===== src/pkg/prs_cfg.svh =====
/*
 * timing constants and reset values for the power-up and reset sequencer
 * pair. assumes a 10 MHz system clock (100 ns period).
 */
`ifndef PRS_CFG_SVH
`define PRS_CFG_SVH

// clock period in ns
`define PRS_CLK_NS              100
// power-up initialization wait, us
`define PRS_INIT_WAIT_US        150
`define PRS_INIT_WAIT_CYC       ((`PRS_INIT_WAIT_US * 1000) / `PRS_CLK_NS)
// least reset pulse, ns (rounded up)
`define PRS_RST_PULSE_NS        200
`define PRS_RST_PULSE_CYC \
    ((`PRS_RST_PULSE_NS + `PRS_CLK_NS - 1) / `PRS_CLK_NS)
// least reset release to select, ns
`define PRS_REL_SEL_NS          200
`define PRS_REL_SEL_CYC \
    ((`PRS_REL_SEL_NS + `PRS_CLK_NS - 1) / `PRS_CLK_NS)
// least reset assert to select, ns
`define PRS_ASR_SEL_NS          400
`define PRS_ASR_SEL_CYC \
    ((`PRS_ASR_SEL_NS + `PRS_CLK_NS - 1) / `PRS_CLK_NS)
// least deselect gap, ns (at least one cycle)
`define PRS_GAP_NS              10
`define PRS_GAP_CYC \
    ((`PRS_GAP_NS + `PRS_CLK_NS - 1) / `PRS_CLK_NS)
// reset values
`define PRS_CFG_DEFAULT         16'h8F1F
`define PRS_ROW_DEFAULT         13'h0000
`define PRS_ROW_LAST            13'h1FFF

`endif


===== src/pkg/prs_pkg.sv =====
/*
 * types shared by both ends of the power-up and reset sequencer.
 * assumes prs_cfg.svh is on the include path.
 */
package prs_pkg;
    // device state, gray along power-up -> init -> ready
    typedef enum logic [1:0] {
        PRS_DS_POWERUP = 2'b00,
        PRS_DS_INIT    = 2'b01,
        PRS_DS_READY   = 2'b11,
        PRS_DS_RESET   = 2'b10
    } prs_dev_st_t;
    // host state, gray along the path
    typedef enum logic [2:0] {
        PRS_HS_IDLE  = 3'b000,
        PRS_HS_PULSE = 3'b001,
        PRS_HS_HOLD  = 3'b011,
        PRS_HS_GAP   = 3'b010,
        PRS_HS_READY = 3'b110,
        PRS_HS_BUSY  = 3'b111
    } prs_host_st_t;
endpackage


===== src/pkg/prs_link_if.sv =====
/*
 * link between host sequencer and memory device: select and reset,
 * both active low, plus the host's transfer-in-progress flag for the checker.
 * assumes a single clock shared by both ends.
 */
`timescale 1ns/1ns
interface prs_link_if;
    logic cs_n;      // chip select, low selects
    logic rst_n;     // hardware reset, low resets
    logic xfer;      // host marks a bus transaction in progress
    modport dev  (input cs_n, input rst_n, input xfer);
    modport host (output cs_n, output rst_n, output xfer);
endinterface


===== src/core/prs_dev.sv =====
/*
 * device end: power-up initialization and hardware reset handling
 * of a self-refreshing pseudo-static dram. it times the init wait,
 * refreshes rows while it runs, tracks deep power down and restores
 * the configuration and refresh row counter on a hardware reset.
 * assumes the link pins are synchronous to clk_i, that the host end
 * drives select and reset from flip-flops, and that supply_ok_i is
 * already a clean level from a supply monitor outside this block.
 */
`timescale 1ns/1ns
`include "prs_cfg.svh"

module prs_dev (
    // clock and reset
    // srst_i is the system reset, not the memory's own reset pin
    input  wire logic                 clk_i,
    input  wire logic                 srst_i,
    // link
    prs_link_if.dev                   link,
    // supply monitor and user controls
    input  wire logic                 supply_ok_i,
    input  wire logic                 dpd_enter_i,
    input  wire logic                 cfg_wr_i,
    input  wire logic [15:0]          cfg_wdata_i,
    // status back to the user
    output logic                      ready_o,
    output logic                      refresh_o,
    output logic                      dpd_o,
    output logic                      data_lost_o,
    output logic                      viol_o,
    output logic [15:0]               cfg_o,
    output logic [12:0]               row_o
);
    import prs_pkg::*;

    // ****************************************
    // state
    // ****************************************
    // the whole device state is one packed struct, so the register
    // process below resets and loads every field in one place
    typedef struct packed {
        prs_dev_st_t  st;     // sequencing state
        logic [10:0]  wait_c; // init wait counter
        logic [15:0]  cfg;    // configuration register
        logic [12:0]  row;    // self-refresh row counter
        logic         dpd;    // deep power down
        logic         lost;   // array data may be lost
        logic         viol;   // access seen outside the ready state
        logic         refr;   // refresh strobe this cycle
    } prs_dev_s_t;

    prs_dev_s_t s_q;  // registered state
    prs_dev_s_t s_d;  // next state

    // ****************************************
    // constants and helpers
    // ****************************************
    // last value of the init wait counter; the wait is counted in whole
    // clock cycles, so a slower clock shortens it only by rounding
    localparam logic [10:0] WAIT_LAST = 11'(`PRS_INIT_WAIT_CYC - 1);

    // row counter advance, wraps at the last row
    function automatic logic [12:0] prs_row_next(input logic [12:0] r);
        prs_row_next = (r == `PRS_ROW_LAST) ? `PRS_ROW_DEFAULT : r + 13'h0001;
    endfunction

    // true in the one state that takes bus transactions; used both for
    // the ready output and for flagging a select that came too soon
    function automatic logic prs_accepts(input prs_dev_st_t st);
        prs_accepts = (st == PRS_DS_READY);
    endfunction

    // ****************************************
    // next state
    // ****************************************
    // one combinational pass: the case moves the sequencer, then the
    // reset and supply overrides below win over anything it chose
    always_comb begin
        s_d      = s_q;
        s_d.refr = 1'b0;
        case (s_q.st)
            // waiting for supply and reset high before timing starts
            PRS_DS_POWERUP: begin
                // counter parked at zero so the wait always starts whole
                s_d.wait_c = '0;
                if (supply_ok_i && link.rst_n) begin
                    s_d.st = PRS_DS_INIT;
                end
            end
            // one row per cycle steps through 1500 of the 8192 rows in the wait;
            // busier than a refresh timer, but needs no second counter
            // init wait: refresh every cycle to settle the array
            PRS_DS_INIT: begin
                s_d.refr   = 1'b1;
                s_d.row    = prs_row_next(s_q.row);
                s_d.wait_c = s_q.wait_c + 11'd1;
                // the count is checked against the last value, so the state moves on
                // the edge that ends the last waited cycle
                if (s_q.wait_c == WAIT_LAST) begin
                    s_d.st = PRS_DS_READY;
                end
            end
            // deep power down stops refresh and ignores config writes;
            // only a hardware reset or the system reset srst_i brings the device back out of it
            // normal operation, hidden self-refresh keeps running
            PRS_DS_READY: begin
                if (!s_q.dpd) begin
                    s_d.refr = 1'b1;
                    s_d.row  = prs_row_next(s_q.row);
                end
                if (dpd_enter_i) begin
                    s_d.dpd = 1'b1;
                end
                if (cfg_wr_i && !s_q.dpd) begin
                    s_d.cfg = cfg_wdata_i;
                end
            end
            // reset released: back to standby, refresh resumes
            PRS_DS_RESET: begin
                // ready is entered on the edge after reset rises, refresh on the next edge
                s_d.st = PRS_DS_READY;
            end
            default: begin
                // unused encodings fall back to power-up, the safe side
                s_d.st = PRS_DS_POWERUP;
            end
        endcase
        // an access outside ready is flagged; stays sticky
        // a debug aid only: the access itself is not blocked
        if (!link.cs_n && !prs_accepts(s_q.st)) begin
            s_d.viol = 1'b1;
        end
        // hardware reset: defaults, row counter home, no refresh
        // taken on every cycle that reset stays low, so the defaults
        // hold and refresh stays stopped for the whole pulse
        if (!link.rst_n) begin
            s_d.cfg  = `PRS_CFG_DEFAULT;
            s_d.row  = `PRS_ROW_DEFAULT;
            s_d.refr = 1'b0;
            s_d.dpd  = 1'b0;
            // once ready, the array may hold data that the stopped
            // refresh now puts at risk; before that nothing can be lost
            if (s_q.st == PRS_DS_READY || s_q.st == PRS_DS_RESET) begin
                s_d.st   = PRS_DS_RESET;
                s_d.lost = 1'b1;
            end else begin
                // still powering up: postpone the init wait
                // no data is at risk yet, so the lost flag stays clear
                s_d.st = PRS_DS_POWERUP;
            end
        end
        // losing the supply restarts the sequencer and the init wait counter
        // it wins over reset so a brown-out always re-runs the init wait
        if (!supply_ok_i) begin
            s_d.st     = PRS_DS_POWERUP;
            s_d.wait_c = '0;
        end
    end

    // ****************************************
    // registers
    // ****************************************
    // plain synchronous reset; every field takes its reset value here,
    // so nothing is left unknown when the link first moves
    always_ff @(posedge clk_i) begin
        if (srst_i) begin
            s_q.st     <= PRS_DS_POWERUP;
            s_q.wait_c <= '0;
            s_q.cfg    <= `PRS_CFG_DEFAULT;
            s_q.row    <= `PRS_ROW_DEFAULT;
            s_q.dpd    <= 1'b0;
            s_q.lost   <= 1'b0;
            s_q.viol   <= 1'b0;
            s_q.refr   <= 1'b0;
        end else begin
            s_q <= s_d;
        end
    end

    // ****************************************
    // outputs
    // ****************************************
    // data outputs come straight from flip-flops; ready is decoded from
    // registered state only, so it never glitches on a link input
    assign ready_o     = prs_accepts(s_q.st) && !s_q.dpd;
    assign refresh_o   = s_q.refr;
    assign dpd_o       = s_q.dpd;
    assign data_lost_o = s_q.lost;
    assign viol_o      = s_q.viol;
    assign cfg_o       = s_q.cfg;
    // row lets a test watch the refresh sweep and its return home
    assign row_o       = s_q.row;
endmodule


===== src/flat_wrapper.sv =====
// flat-port wrapper written by rule: the top's interface ports become plain ports
module prs_dev_flat import prs_pkg::*;
  (clk_i, srst_i, supply_ok_i, dpd_enter_i, cfg_wr_i, cfg_wdata_i, ready_o, refresh_o, dpd_o, data_lost_o, viol_o, cfg_o, row_o, link_cs_n, link_rst_n, link_xfer);
  prs_link_if link_i ();
  input  wire logic clk_i;
  input  wire logic srst_i;
  input  wire logic supply_ok_i;
  input  wire logic dpd_enter_i;
  input  wire logic cfg_wr_i;
  input  wire logic [15:0] cfg_wdata_i;
  output logic ready_o;
  output logic refresh_o;
  output logic dpd_o;
  output logic data_lost_o;
  output logic viol_o;
  output logic [15:0] cfg_o;
  output logic [12:0] row_o;
  input wire logic [$bits(link_i.cs_n)-1:0] link_cs_n;
  input wire logic [$bits(link_i.rst_n)-1:0] link_rst_n;
  input wire logic [$bits(link_i.xfer)-1:0] link_xfer;
  assign link_i.cs_n = link_cs_n;
  assign link_i.rst_n = link_rst_n;
  assign link_i.xfer = link_xfer;
  prs_dev u_core (.clk_i(clk_i), .srst_i(srst_i), .link(link_i), .supply_ok_i(supply_ok_i), .dpd_enter_i(dpd_enter_i), .cfg_wr_i(cfg_wr_i), .cfg_wdata_i(cfg_wdata_i), .ready_o(ready_o), .refresh_o(refresh_o), .dpd_o(dpd_o), .data_lost_o(data_lost_o), .viol_o(viol_o), .cfg_o(cfg_o), .row_o(row_o));
endmodule

===== config.mk =====
export PLATFORM = sky130hd
export DESIGN_NAME = prs_dev_flat
export DESIGN_NICKNAME = d
export VERILOG_FILES = /design/src/pkg/prs_pkg.sv /design/src/pkg/prs_link_if.sv /design/src/core/prs_dev.sv /design/src/flat_wrapper.sv
export VERILOG_INCLUDE_DIRS = /design/src /design/src/pkg
export SDC_FILE = /design/constraint.sdc
export NUM_CORES = 1
export LEC_CHECK = 0
export BUFFER_PORTS_ARGS = -buffer_cell sky130_fd_sc_hd__clkbuf_2
export CAP_MARGIN = 20
export CORE_MARGIN = 4
export CORE_UTILIZATION = 40
export CTS_CLUSTER_DIAMETER = 150
export DETAILED_ROUTE_END_ITERATION = 12
export GPL_ROUTABILITY_DRIVEN = 0
export SETUP_SLACK_MARGIN = 0.02
export SLEW_MARGIN = 15
export SYNTH_ARGS = -nofsm -noshare
export SYNTH_HDL_FRONTEND = slang
export SYNTH_SLANG_ARGS = --single-unit

===== constraint.sdc =====
create_clock -name clk_i -period 3.1 [get_ports clk_i]
set_input_delay 0.31 -clock clk_i [delete_from_list [all_inputs] [get_ports clk_i]]
set_output_delay 0.31 -clock clk_i [all_outputs]
set_load 0.005 [all_outputs]

==> results.tsv <==
stage	metric	value	unit
route	routed.top_layer	met4	
route	m1WireLength	2300	microns
sta	tns	0	ns
sta	finalClockSkew	0.00639	ns
power_and_ir_drop	powerDensity	405	mW/mm^2
route	first_pass_iters	4	
worst_setup_path	crit_path_start_kind	flop	
floorplan	chipHeight	84.7	microns
cells_and_area	final_area	0.00256	sq mm
sta	whs	0.206	ns
worst_setup_path	path_class	flop to flop	
route	met2_length	2330	microns
synth	synth_top_area_share	0.391	
synth	syn_avg_cell_area	8.41	sq um
floorplan	io_pins	58	
worst_setup_path	critical_path.top_delay_family	compound AO/OA/AOI/OAI gates	
cells_and_area	drive_gt1_frac	0.248	
global_route	grtUsageTotal	0.141	
floorplan	floorplan.initialDensity	0.420	
floorplan	core_area	0.00561	sq mm
sta	finalCriticalPeriod	2.04	ns
cells_and_area	mostFrequentLayoutCells	56 x clkbuf_2, 46 x dfxtp_1, 44 x nand2_1	
cells_and_area	area_delta_synth_final	8.71	%
cells_and_area	stdcell_count	378	
sta	relSlewSlack	0.428	
route	via_count	1917	
synth	synth_warnings	0	
cells_and_area	layout.cells.most_common	clkbuf_2	
place	placed_area	0.00247	sq mm
sta	fin_crit_sh	0.658	
worst_setup_path	critPathCaptureType	flop	
worst_setup_path	cp_max_fo	9	
worst_setup_path	reg2reg_depth	5	
floorplan	dieArea	0.00718	sq mm
synth	yosys.area.top_type	dfxtp_1	
cells_and_area	diodes	0	
cts	worstSkewPairLatency	0.31	ns
synth	synth-seq-cells	46	
worst_setup_path	cpPeakStageDelay	0.44	ns
cts	root_buffer	clkbuf_8	
cells_and_area	nets	335	
synth	synthFlopType	dfxtp_1	
cts	path_clk_slew	0.09	ns
sta	fmax	490	MHz
place	dp_cells	370	
flow_run	cap_violations	0	
global_route	grt_overflow	0	
synth	synth_edf_count	0	
route	antenna_left	0	
place	portBuffers	56	
synth	synth_cell_types	51	
cts	cts.path.max_buffers	2	
global_route	grt_pass1_vias	1774	
global_route	grt_max_degree	20	
synth	syn_inst	280	
route	wl_met3	274	microns
worst_setup_path	cp.required	3.28	ns
cts	post_cts_buffers	0	
route	totalWireLength	4990	microns
run_status	outcome	completed	
worst_setup_path	crit_buf_inv	0	
route	avgRoutedWirePerCell	13.2	microns
synth	synthArstFlopShare	0	
sta	tightest_slew	0.857	ns
sta	drv_slew	0	
cts	cts.sink_count	46	
cts	ctsResizeCount	0	
cts	htree_levels	2	
min_path	hold_path_depth	3	
worst_setup_path	crit_chain	ha_1 > nand2b_1 > a2111oi_4 > a21o_1 > nor2_1	
min_path	hold-path-endpoint	u_core.cfg_o[2]	
worst_setup_path	crit_slowest_cell	a2111oi_4	
sta	rsz0062_at_grt	false	
min_path	hp-class	input pin to flop	
cells_and_area	fin_util	0.457	
global_route	antenna_found_initial	0	
cts	tritoncts	done	
worst_setup_path	worstPathArrival	2.22	ns
worst_setup_path	r2r_end	u_core.row_o[11]	
synth	yosys-top-cells-area	dfxtp_1 39%, buf_4 9.6%, nand2_1 7.0%	
place	dp_hpwl	3710	microns
sta	setup_violations	0	
floorplan	rows	27	
synth	synthesis.area	0.00236	sq mm
route	drt-initial-drc-count	80	
route	viasPerCell	5.07	
sta	hold_viol	0	
synth	synth_nets	310	
route	drc	0	
min_path	min_from	cfg_wdata_i[2]	
cts	cts_made_buffers	5	
global_route	grt_pass1_wl	8250	microns
floorplan	fp.dieW	84.7	microns
power_and_ir_drop	ir_worst_vdd	0.197	mV
cts	cts_hold_buf	0	
worst_setup_path	r2r-start	u_core.s_q[45]	
synth	synth.yosys.seq_area_share	0.391	
worst_setup_path	ff2ff_setup_slack	1.06	ns
power_and_ir_drop	p_leak	0.993	nW
registers in the layout (all words and copies together), names as in the netlist:
signal	count
u_core.viol_o	1
u_core.row_o	13
u_core.data_lost_o	1
u_core.cfg_o	16
u_core.s_q	13
u_core.dpd_o	1
u_core.refresh_o	1
synth_stat cells (4+ instances only):
cell type   n
a21oi_1    15
a31oi_1     4
buf_2       4
buf_4      30
clkbuf_1    5
dfxtp_1    46
ha_1        6
inv_1       6
nand2_1    44
nand2b_1    5
nand3_1    19
nand4_1     4
nor2_1     26
o211ai_1    4
o21ai_0    10
xor2_1      6
area by class of cell:
cell class / instances / area, sq um
clock buffers: 7 / 86.3
clock inverters: 1 / 5.00
fillers: 594 / 3050
inverters: 7 / 31.3
multi-input cells: 188 / 1140
flip-flops and latches: 46 / 921
well taps: 72 / 90.1
repair buffers: 57 / 288
worst min-delay path, cell delays in order:
cell	delay (ns)
clkbuf_2	0.07
nand2_1	0.04
nand3_1	0.06
metrics by stage:
stage	setup WS, ns	total power (W)
CTS	1.04	0.00105
global route	0.958	0.00109
finish	1.06	0.00104
floorplan	1.40	0.000642
global placement	1.13	0.000666
detailed placement	1.07	0.000667
report_power, final:
| group | switching (W) | internal [W] | total [W] |
|---|---|---|---|
| Sequential | 0.00000224 | 0.000593 | 0.000596 |
| Clock | 0.000205 | 0.000180 | 0.000385 |
| Combinational | 0.0000340 | 0.0000230 | 0.0000570 |
| Total | 0.000241 | 0.000797 | 0.00104 |
metal layers:
metal | global-route usage | vias to the layer above
met2 | 0.219 | 42
met4 | 0.0532 | 0
met1 | 0.184 | 871
li1 | - | 993
met3 | 0.0442 | 11
met5 | 0 | -
kinds of logic (layout without fill, tap and decap cells):
| kind of cell | after synthesis | count (layout) | synth area share |
|---|---|---|---|
| xor gates and xnor gates | 9 | 9 | 0.0335 |
| and+or+nand+nor | 119 | 119 | 0.246 |
| DFF | 46 | 46 | 0.391 |
| adders and majority gates | 6 | 6 | 0.0319 |
| buffers and inverters | 46 | 72 | 0.125 |
| muxes | 1 | 1 | 0.00425 |
| AOI/OAI and AO/OA | 53 | 53 | 0.168 |
worst max path at each step:
stage / cells after the start / slack, ns / to / from
floorplan: 6 / 1.40 / u_core.row_o[12] / u_core.s_q[44]
global placement: 5 / 1.13 / u_core.row_o[4] / u_core.s_q[45]
detailed placement: 5 / 1.07 / u_core.row_o[11] / u_core.s_q[45]
CTS: 5 / 1.04 / u_core.row_o[11] / u_core.s_q[45]
global route: 5 / 0.96 / u_core.row_o[11] / u_core.s_q[45]
finish: 5 / 1.06 / u_core.row_o[11] / u_core.s_q[45]
Power figures use the tool's default switching activity.
